$ cat src/rtl/exec_pkg.sv
// Package for the arithmetic, bit and branch execution unit.
// Assumes an 8-bit data path, 7-bit file addresses and a 15-bit program counter.
package exec_pkg;
    // ------------------------------------------------------------
    // Widths
    // ------------------------------------------------------------
    localparam int DATA_W = 8;
    localparam int ADDR_W = 7;
    localparam int BIT_W = 3;
    localparam int PC_W = 15;
    localparam int OFS_W = 9;
    // ------------------------------------------------------------
    // Field positions and reset values
    // ------------------------------------------------------------
    localparam int NIB_HI = 4;
    localparam int DEST_W_REG = 0;
    localparam logic [DATA_W-1:0] W_RESET = 8'h00;
    localparam logic [PC_W-1:0] PC_RESET = 15'h0000;
    localparam logic [PC_W-1:0] PC_ONE = 15'h0001;
    // Cycles taken by a branch or a taken skip
    localparam int TWO_CYCLE = 2;

    typedef enum logic [2:0] {
        OP_NONE,
        OP_ADD_W_TO_FILE,
        OP_ADD_W_FILE_WITH_CARRY,
        OP_ARITH_SHIFT_RIGHT_FILE,
        OP_BIT_CLEAR_FILE,
        OP_BIT_TEST_SKIP_IF_CLEAR,
        OP_RELATIVE_BRANCH
    } op_t;

    typedef struct packed {
        op_t op;
        logic [ADDR_W-1:0] addr;
        logic dest;
        logic [BIT_W-1:0] bit_sel;
        logic [OFS_W-1:0] offset;
    } instr_t;

    typedef struct packed {
        logic carry;
        logic digit_carry_flag;
        logic zero;
    } flags_t;

    typedef struct packed {
        logic we;
        logic [ADDR_W-1:0] addr;
        logic [DATA_W-1:0] data;
    } file_wr_t;

    typedef struct packed {
        logic [DATA_W-1:0] result;
        flags_t flags;
        logic upd_c;
        logic upd_dz;
    } alu_out_t;
endpackage : exec_pkg

$ cat src/rtl/exec_alu.sv
// Combinational result and flag logic for the execution unit.
// Assumes operands are stable in the cycle the core presents them.
`timescale 1ns/1ps
module exec_alu (
    // Operation and operands
    input wire exec_pkg::op_t op_in,
    input wire logic [exec_pkg::DATA_W-1:0] w_in,
    input wire logic [exec_pkg::DATA_W-1:0] f_in,
    input wire logic [exec_pkg::BIT_W-1:0] bit_sel_in,
    input wire exec_pkg::flags_t flags_in,
    // Result
    output exec_pkg::alu_out_t res_out
);
    import exec_pkg::*;

    logic [DATA_W:0] sum;
    logic [NIB_HI:0] nib;
    logic cin;

    always_comb begin
        cin = (op_in == OP_ADD_W_FILE_WITH_CARRY) ? flags_in.carry : 1'b0;
        sum = {1'b0, w_in} + {1'b0, f_in} + {{DATA_W{1'b0}}, cin};
        nib = {1'b0, w_in[NIB_HI-1:0]} + {1'b0, f_in[NIB_HI-1:0]} + {{NIB_HI{1'b0}}, cin};
        res_out = '0;
        res_out.flags = flags_in;
        case (op_in)
            OP_ADD_W_TO_FILE, OP_ADD_W_FILE_WITH_CARRY: begin
                res_out.result = sum[DATA_W-1:0];
                res_out.flags.carry = sum[DATA_W];
                res_out.flags.digit_carry_flag = nib[NIB_HI];
                res_out.upd_c = 1'b1;
                res_out.upd_dz = 1'b1;
            end
            OP_ARITH_SHIFT_RIGHT_FILE: begin
                res_out.result = {f_in[DATA_W-1], f_in[DATA_W-1:1]};
                res_out.flags.carry = f_in[0];
                res_out.upd_c = 1'b1;
                res_out.upd_dz = 1'b0;
            end
            OP_BIT_CLEAR_FILE: begin
                res_out.result = f_in & ~(8'h01 << bit_sel_in);
            end
            default: begin
                res_out.result = f_in;
            end
        endcase
        res_out.flags.zero = (res_out.upd_c) ? (res_out.result == 8'h00) : flags_in.zero;
    end
endmodule : exec_alu

$ cat src/rtl/arith_bit_branch_exec.sv
// Execution unit for add, add with carry, arithmetic shift, bit clear,
// bit test with skip and relative branch.
// Assumes the decoder presents one instruction per cycle with instr_valid_in,
// and that file data for the addressed register arrives on file_rd_in.
//
// Summary of operation
// - Add W and file register, set flags
// - Destination bit picks W or file
// - Add with carry sums W, file, carry
// - Shift bits 7..1 down; bit0 to carry
// - Shift keeps sign bit; updates C, Z
// - Bit clear zeroes only selected bit
// - Tested bit set: no skip
// - Tested bit clear: next becomes no-op
// - Branch to PC+1 plus signed offset
// - Branch takes two cycles, flushes next
`timescale 1ns/1ps
module arith_bit_branch_exec (
    // Clock and reset
    input wire logic sys_clk_in,
    input wire logic srst_in,
    // Decoded instruction
    input wire logic instr_valid_in,
    input wire exec_pkg::instr_t instr_in,
    // Data memory read data for instr_in.addr
    input wire logic [exec_pkg::DATA_W-1:0] file_rd_in,
    // Data memory write
    output exec_pkg::file_wr_t file_wr_out,
    // Architectural state
    output logic [exec_pkg::DATA_W-1:0] w_out,
    output exec_pkg::flags_t flags_out,
    output logic [exec_pkg::PC_W-1:0] pc_out,
    // Pipeline control
    output logic flush_out,
    output logic busy_out
);
    import exec_pkg::*;

    // ------------------------------------------------------------
    // State
    // ------------------------------------------------------------
    typedef struct packed {
        logic [DATA_W-1:0] w;
        flags_t flags;
        logic [PC_W-1:0] pc;
        file_wr_t wr;
        logic flush;
        logic busy;
        logic skip;
    } state_t;

    state_t st;
    state_t next_st;
    alu_out_t alu;
    logic take;

    exec_alu exec_alu_inst (
        .op_in(instr_in.op),
        .w_in(st.w),
        .f_in(file_rd_in),
        .bit_sel_in(instr_in.bit_sel),
        .flags_in(st.flags),
        .res_out(alu)
    );

    // ------------------------------------------------------------
    // Next state
    // ------------------------------------------------------------
    // The cycle after a branch or taken skip is the no-op slot; the decoder
    // may still present the flushed instruction there, so it is ignored.
    // Only a skip advances pc in that slot; a branch has already loaded its
    // target, and stepping past it would lose the first target instruction.
    always_comb begin
        next_st = st;
        next_st.wr.we = 1'b0;
        next_st.flush = 1'b0;
        next_st.busy = 1'b0;
        next_st.skip = 1'b0;
        take = instr_valid_in && !st.flush;
        if (take) begin
            next_st.pc = st.pc + PC_ONE;
            case (instr_in.op)
                OP_ADD_W_TO_FILE, OP_ADD_W_FILE_WITH_CARRY, OP_ARITH_SHIFT_RIGHT_FILE: begin
                    next_st.flags = alu.flags;
                    if (instr_in.dest == 1'(DEST_W_REG)) begin
                        next_st.w = alu.result;
                    end else begin
                        next_st.wr = '{we: 1'b1, addr: instr_in.addr, data: alu.result};
                    end
                end
                OP_BIT_CLEAR_FILE: begin
                    next_st.wr = '{we: 1'b1, addr: instr_in.addr, data: alu.result};
                end
                OP_BIT_TEST_SKIP_IF_CLEAR: begin
                    // Read only: no write, flags kept
                    if (!file_rd_in[instr_in.bit_sel]) begin
                        next_st.flush = 1'b1;
                        next_st.skip = 1'b1;
                        next_st.busy = 1'b1;
                    end
                end
                OP_RELATIVE_BRANCH: begin
                    next_st.pc = st.pc + PC_ONE
                        + {{(PC_W-OFS_W){instr_in.offset[OFS_W-1]}}, instr_in.offset};
                    next_st.flush = 1'b1;
                    next_st.busy = 1'b1;
                end
                default: begin
                end
            endcase
        end else if (instr_valid_in && st.skip) begin
            next_st.pc = st.pc + PC_ONE; // Slot of the discarded instruction
        end
    end

    always_ff @(posedge sys_clk_in) begin
        if (srst_in) begin
            st <= '{w: W_RESET, flags: '0, pc: PC_RESET, wr: '0, flush: 1'b0, busy: 1'b0,
                skip: 1'b0};
        end else begin
            st <= next_st;
        end
    end

    assign file_wr_out = st.wr;
    assign w_out = st.w;
    assign flags_out = st.flags;
    assign pc_out = st.pc;
    assign flush_out = st.flush;
    assign busy_out = st.busy;

    // ------------------------------------------------------------
    // Checks
    // ------------------------------------------------------------
    add_dest_w_a: assert property (@(posedge sys_clk_in) disable iff (srst_in)
        instr_valid_in && !flush_out && instr_in.op == OP_ADD_W_TO_FILE && !instr_in.dest
        |=> w_out == $past(w_out) + $past(file_rd_in) && !file_wr_out.we)
        else $error("add to W wrong");
    add_carry_a: assert property (@(posedge sys_clk_in) disable iff (srst_in)
        instr_valid_in && !flush_out && instr_in.op == OP_ADD_W_FILE_WITH_CARRY
        |=> flags_out.carry == (({1'b0, $past(w_out)} + {1'b0, $past(file_rd_in)}
            + 9'($past(flags_out.carry))) > 9'h0FF))
        else $error("add with carry flag wrong");
    shift_result_a: assert property (@(posedge sys_clk_in) disable iff (srst_in)
        instr_valid_in && !flush_out && instr_in.op == OP_ARITH_SHIFT_RIGHT_FILE
        && instr_in.dest |=> file_wr_out.we && file_wr_out.data[7] == $past(file_rd_in[7])
        && file_wr_out.data[6:0] == $past(file_rd_in[7:1])
        && flags_out.carry == $past(file_rd_in[0]))
        else $error("shift result wrong");
    shift_keep_dc_a: assert property (@(posedge sys_clk_in) disable iff (srst_in)
        instr_valid_in && !flush_out && instr_in.op == OP_ARITH_SHIFT_RIGHT_FILE
        |=> $stable(flags_out.digit_carry_flag))
        else $error("shift touched digit carry");
    clear_bit_a: assert property (@(posedge sys_clk_in) disable iff (srst_in)
        instr_valid_in && !flush_out && instr_in.op == OP_BIT_CLEAR_FILE
        |=> file_wr_out.we && !file_wr_out.data[$past(instr_in.bit_sel)]
        && (file_wr_out.data | (8'h01 << $past(instr_in.bit_sel)))
           == ($past(file_rd_in) | (8'h01 << $past(instr_in.bit_sel))))
        else $error("bit clear wrong");
    skip_set_a: assert property (@(posedge sys_clk_in) disable iff (srst_in)
        instr_valid_in && !flush_out && instr_in.op == OP_BIT_TEST_SKIP_IF_CLEAR
        && file_rd_in[instr_in.bit_sel] |=> !flush_out && !file_wr_out.we)
        else $error("skip taken on set bit");
    skip_clear_a: assert property (@(posedge sys_clk_in) disable iff (srst_in)
        instr_valid_in && !flush_out && instr_in.op == OP_BIT_TEST_SKIP_IF_CLEAR
        && !file_rd_in[instr_in.bit_sel] |=> flush_out ##1 !flush_out)
        else $error("skip not taken on clear bit");
    branch_target_a: assert property (@(posedge sys_clk_in) disable iff (srst_in)
        instr_valid_in && !flush_out && instr_in.op == OP_RELATIVE_BRANCH
        |=> flush_out && busy_out && pc_out == $past(pc_out) + 15'h0001
            + {{6{$past(instr_in.offset[8])}}, $past(instr_in.offset)})
        else $error("branch target wrong");
    flags_kept_a: assert property (@(posedge sys_clk_in) disable iff (srst_in)
        instr_valid_in && !flush_out && (instr_in.op == OP_BIT_CLEAR_FILE
        || instr_in.op == OP_RELATIVE_BRANCH || instr_in.op == OP_BIT_TEST_SKIP_IF_CLEAR)
        |=> $stable(flags_out))
        else $error("flags changed");
    digit_carry_a: assert property (@(posedge sys_clk_in) disable iff (srst_in)
        instr_valid_in && !flush_out && instr_in.op == OP_ADD_W_TO_FILE
        |=> flags_out.digit_carry_flag == (($past(w_out[3:0]) + $past(file_rd_in[3:0]))
            > 4'hF || (5'($past(w_out[3:0])) + 5'($past(file_rd_in[3:0]))) > 5'h0F)
        && flags_out.zero == ($past(w_out) + $past(file_rd_in) == 8'h00))
        else $error("digit carry or zero wrong");
    slot_ignored_a: assert property (@(posedge sys_clk_in) disable iff (srst_in)
        instr_valid_in && flush_out
        |=> $stable(w_out) && $stable(flags_out) && !file_wr_out.we)
        else $error("flushed instruction executed");
    branch_slot_a: assert property (@(posedge sys_clk_in) disable iff (srst_in)
        instr_valid_in && !flush_out && instr_in.op == OP_RELATIVE_BRANCH
        ##1 instr_valid_in |=> $stable(pc_out))
        else $error("branch target lost in flush slot");
    skip_slot_a: assert property (@(posedge sys_clk_in) disable iff (srst_in)
        instr_valid_in && !flush_out && instr_in.op == OP_BIT_TEST_SKIP_IF_CLEAR
        && !file_rd_in[instr_in.bit_sel] ##1 instr_valid_in
        |=> pc_out == $past(pc_out) + 15'h0001)
        else $error("skip slot did not advance pc");
    test_no_write_a: assert property (@(posedge sys_clk_in) disable iff (srst_in)
        instr_valid_in && !flush_out && instr_in.op == OP_BIT_TEST_SKIP_IF_CLEAR
        |=> !file_wr_out.we && $stable(w_out))
        else $error("bit test modified state");
    dest_file_a: assert property (@(posedge sys_clk_in) disable iff (srst_in)
        instr_valid_in && !flush_out && instr_in.dest && (instr_in.op == OP_ADD_W_TO_FILE
        || instr_in.op == OP_ADD_W_FILE_WITH_CARRY || instr_in.op == OP_ARITH_SHIFT_RIGHT_FILE)
        |=> file_wr_out.we && file_wr_out.addr == $past(instr_in.addr)
        && $stable(w_out))
        else $error("file destination wrong");
    addc_result_a: assert property (@(posedge sys_clk_in) disable iff (srst_in)
        instr_valid_in && !flush_out && instr_in.op == OP_ADD_W_FILE_WITH_CARRY && !instr_in.dest
        |=> w_out == 8'($past(w_out) + $past(file_rd_in) + 8'($past(flags_out.carry)))
        && flags_out.digit_carry_flag == ((5'($past(w_out[3:0])) + 5'($past(file_rd_in[3:0]))
            + 5'($past(flags_out.carry))) > 5'h0F))
        else $error("add with carry result wrong");
endmodule : arith_bit_branch_exec

$ cat config.mk
export PLATFORM = sky130hd
export DESIGN_NAME = arith_bit_branch_exec
export DESIGN_NICKNAME = d
export VERILOG_FILES = /design/src/rtl/exec_pkg.sv /design/src/rtl/exec_alu.sv /design/src/rtl/arith_bit_branch_exec.sv
export SDC_FILE = /design/constraint.sdc
export NUM_CORES = 1
export LEC_CHECK = 0
export BUFFER_PORTS_ARGS = -buffer_cell sky130_fd_sc_hd__buf_2
export CAP_MARGIN = 20
export CORE_ASPECT_RATIO = 1.5
export CORE_MARGIN = 8
export CORE_UTILIZATION = 45
export CTS_CLUSTER_SIZE = 8
export DETAILED_ROUTE_END_ITERATION = 10
export PLACE_DENSITY = 0.7
export SYNTH_ARGS = -nofsm -noshare
export SYNTH_HDL_FRONTEND = slang
export SYNTH_SLANG_ARGS = --single-unit
$ cat constraint.sdc
create_clock -name sys_clk_in -period 3.1 [get_ports sys_clk_in]
set_input_delay 0.31 -clock sys_clk_in [delete_from_list [all_inputs] [get_ports sys_clk_in]]
set_output_delay 0.31 -clock sys_clk_in [all_outputs]
set_load 0.03 [all_outputs]
Yosys cells after proc, flatten, opt, wreduce, memory -nomap -nowiden
Cells that the tools add are included.
{"block": "op_classes", "n_mux": 13, "n_shift": 1, "n_reduce_logical": 16, "n_bitwise": 5, "n_eq_ne": 7, "magnitude_cmp": 1, "n_addsub": 6}
{"operator": "$mux 15", "count": 3}
{"operator": "$pmux 16 s2", "count": 1}
{"operator": "$pmux 8 s3", "count": 1}
{"operator": "$mux 16", "count": 1}
{"operator": "$add 15x1->15 const B", "count": 1}
{"operator": "$add 15x15->15", "count": 1}
{"operator": "$reduce_and 3->1", "count": 5}
{"operator": "$add 8x8->9", "count": 1}
{"operator": "$add 9x1->9", "count": 1}
{"operator": "$eq 3x3->1 const B", "count": 3}
{"operator": "$and 8x8->8", "count": 1}
{"operator": "$logic_not 8->1", "count": 1}
{"operator": "$not 8->8", "count": 1}
{"operator": "$pmux 2 s2", "count": 2}
{"operator": "$shl 1x3->8 const A", "count": 1}
{"operator": "$eq 3x2->1 const B", "count": 2}
{"operator": "$reduce_bool 2->1", "count": 3}
{"operator": "$reduce_or 3->1", "count": 2}
{"operator": "$add 4x4->5", "count": 1}
{"operator": "$add 5x1->5", "count": 1}
{"operator": "$lt 3x4->1 const B", "count": 1}
{"operator": "$reduce_or 2->1", "count": 2}
{"operator": "$bmux 1 s3", "count": 1}
{"operator": "$eq 3x1->1 const B", "count": 1}
{"operator": "other kinds (7)", "count": 11}
{"block": "totals", "wordCells": 60, "register_bits": 45, "in_bits": 34}

Longest topological paths before layout
Gate-level depths: netlist (run 1).
{"block": "depth", "depth_word": 6, "mapped_depth": 13, "mapped_depth_nobuf": 12}

Modules after synthesis
Synthesis (run 1) repeated with hierarchy kept, for this count alone.
{"block": "hier_totals", "hier_cells": 503, "area_unflattened_um2": 4026.4}
{"mod": "arith_bit_branch_exec", "area_per_inst_um2": 3185.6, "cells_each": 384, "seq_area_each_um2": 880.8, "instances": 1}
{"mod": "exec_alu", "area_per_inst_um2": 840.8, "cells_each": 119, "seq_area_each_um2": 0.0, "instances": 1}

Worst setup path after synthesis (run 1)
No wires, ideal clock.
{"block": "synth_timing", "path_kind": "flip-flop to flip-flop", "from": "register st, in the netlist pc_out[2]", "to": "register st, in the netlist pc_out[14]", "setup_time_ps": 123, "path_stages_with_launch": 14, "arrival_ps": 2901, "slack_ps": 76, "t_required_ps": 2977, "path_cell_list": "dfxtp_1 -> buf_2 -> nand3_1 -> or4_1 -> clkbuf_1 -> nor2_1 -> xor2_1 -> ha_1 -> a21o_1 -> a31oi_1 -> o221ai_1 -> a211o_1 -> nand3_1 -> mux2_1"}
{"block": "synth_via", "elab_chain_cells": 4, "word_cells_on_any_way": 5}
{"element": "from (decl)", "line": "arith_bit_branch_exec.sv:52", "text": "state_t st;"}
{"element": "from (signal assigned)", "line": "arith_bit_branch_exec.sv:118", "text": "st <= '{w: W_RESET, flags: '0, pc: PC_RESET, wr: '0, flush: 1'b0, busy: 1'b0,"}
{"element": "from (signal assigned)", "line": "arith_bit_branch_exec.sv:121", "text": "st <= next_st;"}
{"element": "$add 15x1->15 *", "line": "arith_bit_branch_exec.sv:81, arith_bit_branch_exec.sv:103, arith_bit_branch_exec.sv:112"}
{"element": "$add 15x15->15", "line": "arith_bit_branch_exec.sv:104", "text": "+ {{(PC_W-OFS_W){instr_in.offset[OFS_W-1]}}, instr_in.offset};"}
{"element": "$mux 15", "line": "arith_bit_branch_exec.sv:82", "text": "case (instr_in.op)"}
{"element": "$mux 15 *", "line": "arith_bit_branch_exec.sv:80", "text": "if (take) begin"}
Every way passes the cells marked *; elsewhere a longest branch is shown, timed or not. The select of a mux whose other input is x is not followed.
A chain may end at the register's enable or synchronous reset.

Worst setup path in the final report (run 1)
{"block": "layout_timing", "from": "register st, in the netlist pc_out[1]", "to": "register st, in the netlist pc_out[14]"}
Same word-level chain as after synthesis.

==> results.py, run 1 <==
metrics = {
    "die": {
        "die_area_sq_um": 11900,
        "core_area_sq_um": 8410,
        "start_util_pct": 46.0,
        "io_pins": 78,
        "die_h_um": 130,
        "rows": 41,
        "die_x_um": 91.7,
    },
    "global_route": {
        "overflow": 0,
        "grt_antenna_before_repair": 0,
        "grt_max_degree": 46,
        "grt_pass1_wl_mm": 17.4,
        "grtUsageTotal_pct": 17.8,
        "grt_pass1_vias": 3666,
    },
    "power_and_ir_drop": {
        "power.density_nw_per_um2": 392,
        "ir_drop_mv": 0.271,
        "pwr-share-clk_pct": 36.0,
        "power_switching_share_pct": 31.1,
        "power_switching_w": 0.000538,
        "power_frac_comb_pct": 28.4,
        "power.leakage_nw": 1.96,
        "seqPwrFrac_pct": 35.6,
        "p_int_w": 0.00119,
    },
    "clocking": {
        "numCtsBuffers": 5,
        "clkSinkCount": 44,
        "cts_root_buf": "clkbuf_16",
        "cts_max_level": 2,
        "worstSkewPairLatency_ps": 290,
        "clockBufferDepth": 2,
        "cts_tree": "built",
        "path_clk_slew_ps": 60,
        "postCtsHoldBufs": 0,
    },
    "logic_synthesis": {
        "ys_seq_area_share_pct": 22.8,
        "netlist_instances": 496,
        "yosys_most_used_dff": "dfxtp_1",
        "syn_nets": 555,
        "ys_warn_count": 0,
        "synth.avg_cell_area_sq_um": 7.80,
        "async_flop_share_pct": 0,
        "synth_edf_count": 0,
        "synth.distinct_cells": 66,
        "syn-cell-area_sq_um": 3870,
        "synth_seq_cells": 44,
    },
    "timing": {
        "worst_slew_pin_slew_ps": 862,
        "maxSlewHeadroom_pct": 42.5,
        "fin_setup_tns_ps": 0,
        "finalMaxSlewViolations": 0,
        "hold_viol": 0,
        "finClkSkew_ps": 8.77,
        "fmax_mhz": 340,
        "fin_crit_ps": 2940,
        "setup_ws_ps": 161,
        "setup_viol_count_final": 0,
        "whs_ps": 257,
        "fin_crit_sh_pct": 94.8,
    },
    "setup_path": {
        "r2r_start": "pc_out[1]$_SDFFE_PP0P_",
        "cp_max_fo": 4,
        "crit_start": "pc_out[1]$_SDFFE_PP0P_",
        "critPathMaxStageDelay_ps": 340,
        "crit_path_top_delay_cell": "dfxtp_1",
        "crit_arrival_ps": 3110,
        "worst-r2r-cell-count": 14,
        "crit_path_start_kind": "flop",
        "required_ps": 3270,
        "critPathCaptureType": "flop",
        "path_class": "flop to flop",
        "crit_chain": "buf_4 -> ha_1 -> buf_4 -> nand4_2 -> nor2_1 -> nand4_1 -> xnor2_1 -> ha_1 -> nand4_1 -> or2_2 -> o221ai_1 -> o21ai_0 -> nand3_1 -> mux2_1",
    },
    "drt": {
        "drt-pass1-iter-count": 5,
        "drc": 0,
        "ant_nets": 0,
        "wl_per_cell_um": 16.9,
        "vias": 3778,
        "drt-vias-per-instance": 5.83,
        "drt_iter0_drc": 198,
        "wl_mm": 10.9,
    },
    "placement": {
        "dp_slack_ps": -50.5,
        "hpwlAfterDp_mm": 8.75,
        "detailed_place.area_sq_um": 4150,
        "io_buffers": 77,
        "gp_congestion": 0.913,
    },
    "cells_and_area": {
        "final_area_sq_um": 4400,
        "diodes": 0,
        "area_growth_pct": 13.8,
        "drive_above_1_share_pct": 25.0,
        "fillerInstances": 839,
        "nNetsFinal": 599,
        "final_util_pct": 52.3,
    },
    "hold_path": {
        "hp-start": "instr_in[18]",
        "hold_path.class": "input pin to flop",
        "hold_depth": 3,
    },
    "job": {
        "drv_cap": 0,
    },
    "run_status": {
        "status": "completed",
    },
}
==> kinds of logic after synthesis <==
kind of cell | after synthesis | synth area share (%)
AOI/OAI and AO/OA | 135 | 24.4
xor gates and xnor gates | 23 | 5.21
adders and majority gates | 25 | 8.66
buffers and inverters | 86 | 12.8
DFF | 44 | 22.8
muxes | 16 | 4.85
and+or+nand+nor | 167 | 21.3
==> path summary, 6_finish.rpt <==
kind	to	slack [ps]
min	file_wr_out[13]$_SDFFE_PP0P_	260
max reg2reg	pc_out[14]$_SDFFE_PP0P_	160
min reg2reg	file_wr_out[13]$_SDFFE_PP0P_	490
max	pc_out[14]$_SDFFE_PP0P_	160
==> cell usage in the layout, fill, tap and decap left out, drive strengths merged, types with 6 or more instances in the layout <==
master | netlist | routed
buf | 52 | 104
a311oi | 6 | 6
mux2i | 12 | 12
nor3 | 16 | 16
nand2b | 6 | 6
a21oi | 27 | 27
nand2 | 35 | 35
xnor2 | 13 | 13
xor2 | 10 | 10
nor2b | 9 | 9
dfxtp | 44 | 44
and3 | 9 | 9
inv | 19 | 19
or2 | 6 | 6
a31oi | 8 | 8
nand4 | 8 | 8
nor2 | 53 | 53
a21o | 9 | 9
nand3 | 10 | 10
clkbuf | 15 | 6
a211oi | 18 | 18
ha | 22 | 22
o21ai | 21 | 21
==> through the flow <==
step | cells | total power (W)
after global placement | 637 | 0.00109
after floorplan | 496 | 0.000989
after global routing | 648 | 0.00181
after detailed placement | 637 | 0.00110
final | 648 | 0.00173
after CTS | 645 | 0.00172
==> per-layer routing <==
metal | wire length (um) | GRT usage (%) | up-vias
li1 | - | - | 1849
met1 | 4240 | 18.8 | 1788
met2 | 5910 | 34.2 | 121
met3 | 497 | 2.20 | 20
met4 | 293 | 8.10 | 0
met5 | 0 | 0 | -
==> state kept, by name (all words and copies together) (netlist names) <==
name,count
pc_out,15
flags_out,3
w_out,8
flush_out,1
file_wr_out,16
st,1
==> cell type report <==
type / instances / area (sq um) / area share (%)
Clock buffer: 6 / 139 / 3.15
Clock inverter: 2 / 38.8 / 0.881
Inverter: 19 / 71.3 / 1.62
Multi-Input combinational cell: 366 / 2550 / 57.9
Sequential cell: 44 / 881 / 20.0
Tap cell: 107 / 134 / 3.04
Timing Repair Buffer: 104 / 588 / 13.4
==> timing repair <==
| item | 4_1_cts | 5_1_grt |
|---|---|---|
| pin swaps | 0 | 3 |
| gates resized for setup | 1 | 10 |
| setup buffers | 0 | 3 |
| setup endpoints to repair | 1 | 2 |
| endpoints found under the hold margin | 0 | 0 |
==> Yosys cell counts, types with 3 or more instances <==
| library cell | instances | area share [%] |
|---|---|---|
| a311oi_1 | 6 | 1.4 |
| or3_1 | 3 | 0.49 |
| o311a_1 | 3 | 0.78 |
| xnor2_1 | 13 | 2.9 |
| buf_4 | 44 | 8.5 |
| mux2i_1 | 12 | 3.1 |
| nor2_1 | 53 | 5.1 |
| fa_1 | 3 | 1.6 |
| ha_1 | 22 | 7.1 |
| a22oi_1 | 4 | 0.78 |
| inv_1 | 19 | 1.8 |
| nor2b_1 | 9 | 1.5 |
| a211o_1 | 3 | 0.68 |
| dfxtp_1 | 44 | 23 |
| a221oi_1 | 3 | 0.68 |
| a31oi_1 | 8 | 1.3 |
| xor2_1 | 10 | 2.3 |
| nand3_1 | 10 | 1.3 |
| buf_2 | 6 | 0.78 |
| nand2_1 | 35 | 3.4 |
| nand2b_1 | 6 | 0.97 |
| or2_2 | 5 | 0.81 |
| a211oi_1 | 18 | 3.5 |
| clkbuf_1 | 15 | 1.5 |
| o21ai_0 | 18 | 2.3 |
| and3_1 | 9 | 1.5 |
| o21a_1 | 5 | 0.97 |
| nor3_1 | 16 | 2.1 |
| nand4_1 | 7 | 1.1 |
| o21ai_1 | 3 | 0.39 |
| a21o_1 | 9 | 1.7 |
| a21oi_1 | 27 | 3.5 |
==> critical path, delay by kind of cell, from the launching register on <==
kind	cells	cell delay, ps
and+or+nand+nor	6	930
adders and majority gates	2	480
DFF	1	340
AOI/OAI and AO/OA	2	320
muxes	1	310
buffers and inverters	2	260
xor gates and xnor gates	1	170
==> power by group through the flow <==
stage | clock, W | combinational (W) | sequential (W)
after floorplan | 0 | 0.000364 | 0.000625
after global placement | 0 | 0.000467 | 0.000626
after detailed placement | 0 | 0.000475 | 0.000627
after CTS | 0.000631 | 0.000478 | 0.000615
after global routing | 0.000657 | 0.000537 | 0.000618
final | 0.000622 | 0.000490 | 0.000615
No activity file was read; power rests on OpenSTA's default activity.
==> run 2, diff against run 1 <==
SYNTH_HIERARCHICAL = 1   (was default)
==> results.py, run 2 <==
metrics = {
    "die": {
        "rows": 42,
        "core_area_sq_um": 8780,
        "start_util_pct": 45.9,
        "io_pins": 78,
        "die_h_um": 132,
        "die_area_sq_um": 12300,
        "die_x_um": 93.2,
    },
    "hold_path": {
        "hp-start": "instr_in[17]",
        "hold_depth": 3,
        "hold_path.class": "input pin to flop",
        "whs_endpoint": "file_wr_out[12]$_SDFFE_PP0P_",
    },
    "global_route": {
        "grtUsageTotal_pct": 17.8,
        "grt_pass1_wl_mm": 18.1,
        "grt_max_degree": 48,
        "grt_use_met1_pct": 18.0,
        "grt_antenna_before_repair": 0,
        "grt_pass1_vias": 3806,
        "grt.met3_usage_pct": 2.39,
        "overflow": 0,
        "top_usage_layer": "met2",
        "use_met2_pct": 33.3,
    },
    "logic_synthesis": {
        "synth_top_area_share_pct": 21.9,
        "ys_top_cells_by_count": "nor2_1 (53), buf_4 (44), dfxtp_1 (44), nand2_1 (36), mux2i_1 (29)",
        "synth_top_family_by_area": "simple AND/OR/NAND/NOR gates",
        "yosys_most_used_dff": "dfxtp_1",
        "syn-cell-area_sq_um": 4030,
        "synth.most_common_cell": "nor2_1",
        "synth_area_leaders": "dfxtp_1 (22%), buf_4 (8.2%), ha_1 (8.1%)",
        "synth.avg_cell_area_sq_um": 8.00,
        "synth-compound-area-share_pct": 20.4,
        "synthXorXnorAreaFrac_pct": 5.00,
        "ys_warn_count": 6,
        "netlist_instances": 503,
        "synth-simple-area-share_pct": 21.8,
        "muxShareOfSynthArea_pct": 8.89,
        "async_flop_share_pct": 0,
        "synth_seq_cells": 44,
        "synthAdderAreaFrac_pct": 9.57,
        "synth_edf_count": 0,
        "synth.distinct_cells": 72,
        "syn_nets": 566,
        "ys_seq_area_share_pct": 21.9,
        "synth_top_area_cell": "dfxtp_1",
    },
    "setup_path": {
        "path_class": "flop to flop",
        "crit_arrival_ps": 3020,
        "cp_max_fo": 5,
        "critPathCaptureType": "flop",
        "r2r_end": "pc_out[14]$_SDFFE_PP0P_",
        "crit_path_start_kind": "flop",
        "required_ps": 3250,
        "r2r_start": "pc_out[1]$_SDFFE_PP0P_",
        "worst-r2r-cell-count": 15,
        "worst-r2r-setup-slack_ps": 230,
    },
    "clocking": {
        "clockBufferDepth": 2,
        "path_clk_slew_ps": 70,
        "cts_tree": "built",
        "numCtsBuffers": 5,
        "clkSinkCount": 44,
        "cts_root_buf": "clkbuf_16",
        "worstSkewPairLatency_ps": 290,
        "post_cts_buffers": 0,
        "cts_max_level": 2,
    },
    "drt": {
        "drt_iter0_drc": 148,
        "drc": 0,
        "wl_mm": 11.0,
        "drt-pass1-iter-count": 4,
        "wl_per_cell_um": 16.7,
        "vias": 3870,
        "drt-vias-per-instance": 5.87,
        "ant_nets": 0,
    },
    "job": {
        "drv_cap": 0,
    },
    "cells_and_area": {
        "area_growth_pct": 12.0,
        "nNetsFinal": 611,
        "fillerInstances": 866,
        "final_common_cell": "buf_2",
        "drive_above_1_share_pct": 25.0,
        "largest_reg_flops": 16,
        "mostFrequentLayoutCells": "buf_2 (77), nor2_1 (50), dfxtp_1 (42), nand2_1 (36), mux2i_1 (29)",
        "diodes": 0,
    },
    "timing": {
        "fmax_mhz": 348,
        "fin_crit_sh_pct": 92.7,
        "maxSlewHeadroom_pct": 41.2,
        "setup_viol_count_final": 0,
        "worst_slew_pin_slew_ps": 881,
        "fin_crit_ps": 2870,
        "grt_setup_unrepaired": "no",
        "fin_setup_tns_ps": 0,
        "whs_ps": 259,
        "finalMaxSlewViolations": 0,
        "setup_ws_ps": 226,
        "finClkSkew_ps": 5.71,
        "hold_viol": 0,
    },
    "power_and_ir_drop": {
        "ir_drop_mv": 0.302,
        "power.leakage_nw": 2.02,
        "power.density_nw_per_um2": 371,
        "finalPower_w": 0.00168,
    },
    "placement": {
        "gp_congestion": 0.903,
        "io_buffers": 77,
        "hpwlAfterDp_mm": 8.75,
        "dp_slack_ps": 99.9,
    },
    "run_status": {
        "status": "completed",
    },
}
-- run 2: changes by cell type after synthesis, sizes merged, moves of 4 or more --
cell,change
mux2i,+17
a211oi,-12
nor2b,-7
o31ai,+7
a31oi,-6
nand3,+6
o211ai,+5
ha,+4
nor3,+4
o311ai,+4
or2,-4
-- run 2: cell type report --
type,instances,area (sq um),share of cell area (%)
multi-input combinational,376,2680,59.3
sequential,44,883,19.6
timing repair buffer,100,558,12.4
tap,110,138,3.05
clock buffer,5,125,2.77
inverter,21,83.8,1.86
clock inverter,3,46.3,1.03
-- run 2: critical path, stage by stage, from the launching register on --
cell	delay, ps
dfxtp_1	400
and2_1	240
nand2_1	90
nor2_2	150
buf_4	150
nand3_1	120
xnor2_1	160
ha_1	340
a21oi_1	190
o21ai_0	110
buf_4	150
nor4b_2	150
a211oi_1	190
nand3_1	120
xnor2_1	140
nor2_1	50
-- run 2: logic make-up after synthesis --
group                    Yosys count
XOR/XNOR                          23
AND/OR/NAND/NOR                  173
buffers and inverters             83
AO/OA/AOI/OAI                    118
flip-flops                        44
adder cells (fa/ha/maj)           29
multiplexers                      33
-- run 2: what timing repair did --
action                     in CTS  in global routing
hold buffers                    0                  0
setup endpoints to repair       0                  3
resized for setup               0                  8
-- run 2: power by group --
| group | internal (W) | switching (W) | leakage [nW] | total, W |
|---|---|---|---|---|
| registers | 0.000587 | 0.0000187 | 0.358 | 0.000606 |
| clock network | 0.000383 | 0.000243 | 0.0804 | 0.000626 |
| logic | 0.000173 | 0.000270 | 1.58 | 0.000443 |
| total | 0.00114 | 0.000532 | 2.02 | 0.00168 |
-- run 2: how the worst max path moves through the flow --
stage,endpoint,start
floorplan,flags_out[0]$_SDFFE_PP0P_,instr_in[21]
global placement,flags_out[0]$_SDFFE_PP0P_,instr_in[21]
detailed placement,flags_out[0]$_SDFFE_PP0P_,instr_in[21]
CTS,pc_out[14]$_SDFFE_PP0P_,pc_out[1]$_SDFFE_PP0P_
global route,pc_out[14]$_SDFFE_PP0P_,pc_out[1]$_SDFFE_PP0P_
finish,pc_out[14]$_SDFFE_PP0P_,pc_out[1]$_SDFFE_PP0P_
-- run 2: through the flow --
step,std cells,utilization [%],area [sq um]
final,659,51.4,4510
after global routing,659,51.4,4510
after CTS,659,51.1,4480
after detailed placement,651,49.1,4310
after global placement,651,49.1,4310
after floorplan,503,-,4030
-- run 2: metal layers --
layer  share of wire (%)  vias to the layer above
met5                   0                        -
met4                 4.2                        0
met3                 4.6                       34
met2                  54                      120
met1                  37                     1843
li1                    -                     1873
==> run 3, diff against run 2 <==
ABC_AREA = 1   (was default)
==> results.py, run 3 <==
metrics = {
    "run_status": {
        "status": "completed",
    },
    "drt": {
        "ant_nets": 0,
        "vias": 4140,
        "drt_iter0_drc": 148,
        "drt-vias-per-instance": 5.25,
        "drc": 0,
        "wl_per_cell_um": 14.3,
        "wl_mm": 11.3,
        "drt-pass1-iter-count": 4,
    },
    "cells_and_area": {
        "final_util_pct": 49.4,
        "drive_above_1_share_pct": 15.9,
        "largest_reg_flops": 16,
        "diodes": 0,
        "area_growth_pct": 7.64,
        "layoutNonFillerInstCount": 788,
        "mostFrequentLayoutCells": "nand2_1 (133), nor2_1 (97), inv_1 (83), buf_2 (77), nand3_1 (50)",
        "final_common_cell": "nand2_1",
        "nNetsFinal": 740,
    },
    "power_and_ir_drop": {
        "ir_drop_mv": 0.230,
        "power.density_nw_per_um2": 387,
        "finalPower_w": 0.00168,
        "power_frac_comb_pct": 29.5,
        "seqPwrFrac_pct": 37.6,
        "power_switching_share_pct": 36.5,
        "pwr-share-clk_pct": 32.9,
        "p_int_w": 0.00107,
        "power.leakage_nw": 2.34,
        "power_switching_w": 0.000612,
    },
    "timing": {
        "maxSlewHeadroom_pct": 53.2,
        "setup_viol_count_final": 0,
        "whs_ps": 267,
        "worst_slew_pin_slew_ps": 701,
        "fin_crit_sh_pct": 87.0,
        "fin_crit_ps": 2700,
        "hold_viol": 0,
        "fmax_mhz": 371,
        "finalMaxSlewViolations": 0,
        "finClkSkew_ps": 5.96,
        "fin_setup_tns_ps": 0,
        "grt_setup_unrepaired": "no",
    },
    "placement": {
        "hpwlAfterDp_mm": 9.30,
        "io_buffers": 77,
        "gp_congestion": 0.919,
        "place_inst": 780,
    },
    "job": {
        "drv_cap": 0,
    },
    "clocking": {
        "clkSinkCount": 44,
        "post_cts_buffers": 0,
        "cts_max_level": 2,
        "numCtsBuffers": 5,
        "postCtsHoldBufs": 0,
        "cts_tree": "built",
        "cts_root_buf": "clkbuf_16",
        "cts_resized": 0,
        "path_clk_slew_ps": 70,
        "clockBufferDepth": 2,
        "worstSkewPairLatency_ps": 290,
    },
    "logic_synthesis": {
        "synth_top_area_share_pct": 21.9,
        "synth.most_common_cell": "nand2_1",
        "synth_area_leaders": "dfxtp_1 (22%), nand2_1 (12%), nor2_1 (9.0%)",
        "synth.avg_cell_area_sq_um": 6.23,
        "synth.distinct_cells": 40,
        "synth_seq_cells": 44,
        "syn_nets": 709,
        "ys_seq_area_share_pct": 21.9,
        "syn-cell-area_sq_um": 4030,
        "synth_edf_count": 0,
        "yosys_most_used_dff": "dfxtp_1",
        "async_flop_share_pct": 0,
        "netlist_instances": 646,
        "synth_top_area_cell": "dfxtp_1",
        "ys_top_cells_by_count": "nand2_1 (133), nor2_1 (97), inv_1 (83), nand3_1 (50), o21ai_0 (47)",
        "ys_warn_count": 6,
    },
    "setup_path": {
        "cp_max_fo": 7,
        "critical_path.top_delay_family": "simple AND/OR/NAND/NOR gates",
        "required_ps": 3290,
        "crit_top_cell": "nand2_1",
        "critPathMaxStageDelay_ps": 460,
        "crit_arrival_ps": 2890,
        "critPathCaptureType": "flop",
        "path_class": "flop to flop",
        "crit_path_start_kind": "flop",
        "crit_path_top_delay_cell": "dfxtp_1",
        "crit_chain": "nand2_2 -> nor3_2 -> nand2_1 -> nor2_1 -> nand2_1 -> and2_1 -> ha_1 -> nand2_1 -> nor2_1 -> inv_1 -> nor2_1 -> nand2_1 -> nand3_1 -> nand3_1 -> nand2_1 -> nand3_1 -> nand2_1 -> inv_1",
        "path_buf_inv": 2,
    },
    "die": {
        "io_pins": 78,
        "die_area_sq_um": 12300,
        "rows": 42,
        "core_area_sq_um": 8780,
        "die_x_um": 93.2,
        "die_h_um": 132,
        "start_util_pct": 45.9,
    },
    "global_route": {
        "grtUsageTotal_pct": 18.3,
        "grt_pass1_vias": 4062,
        "overflow": 0,
        "grt_pass1_wl_mm": 18.5,
        "grt_antenna_before_repair": 0,
        "grt_max_degree": 36,
    },
    "hold_path": {
        "hold_path.class": "input pin to flop",
    },
}
run 3: cell types whose count changed after synthesis, moves of 9 or more:
cell     delta
nand2_1    +97
inv_1      +65
nor2_1     +44
nand3_1    +34
o21ai_0    +29
mux2i_1    -28
nor3_1     -16
xnor2_1     -9
run 3: final timing paths:
kind | startpoint | to | slack (ps) | cells after the start
setup / recovery | pc_out[3]$_SDFFE_PP0P_ | pc_out[14]$_SDFFE_PP0P_ | 400 | 18
hold / removal | instr_in[17] | file_wr_out[12]$_SDFFE_PP0P_ | 270 | 3
hold reg to reg | file_wr_out[1]$_SDFFE_PP0P_ | file_wr_out[1]$_SDFFE_PP0P_ | 480 | 2
setup reg to reg | pc_out[3]$_SDFFE_PP0P_ | pc_out[14]$_SDFFE_PP0P_ | 400 | 18
run 3: area by class of cell:
type	count	area (sq um)
clock buffer	5	125
inverter	86	323
timing repair buffer	79	400
clock inverter	3	25.0
multi-input combinational	461	2440
tap	110	138
fill	918	4440
sequential	44	882
run 3: cell families after synthesis:
logic type	after synthesis	share of synthesized area, %
simple gates	317	34.2
buf+inv	141	17.7
compound gates	103	14.0
flops	44	21.9
fa+ha+maj	29	9.57
xor+xnor	11	2.39
mux	1	0.249
run 3: routing by layer:
layer | up-vias | wire length, um | track usage [%]
met2 | 116 | 6280 | 36.0
li1 | 2107 | - | -
met5 | - | 0 | 0
met4 | 0 | 547 | 10.8
met1 | 1877 | 4080 | 17.1
met3 | 40 | 383 | 1.82
run 3: power groups by stage:
stage          clock network, W  logic (W)  registers, W
2_1_floorplan                 0   0.000399      0.000635
3_3_place_gp                  0   0.000485      0.000641
3_5_place_dp                  0   0.000493      0.000643
4_1_cts                0.000565   0.000496      0.000630
5_1_grt                0.000586   0.000553      0.000636
6_report               0.000553   0.000495      0.000631
run 3: per-stage QoR:
step / instance area, sq um / worst slack, ps
after floorplan: 4030 / 777
after global placement: 4180 / 499
after detailed placement: 4180 / 290
after CTS: 4330 / 284
after global routing: 4330 / 45.4
final: 4330 / 402
run 3: tightest hold or removal path, delay by kind of cell:
family	cells	cell delay (ps)
simple gates	1	80
buf+inv	1	70
compound gates	1	70
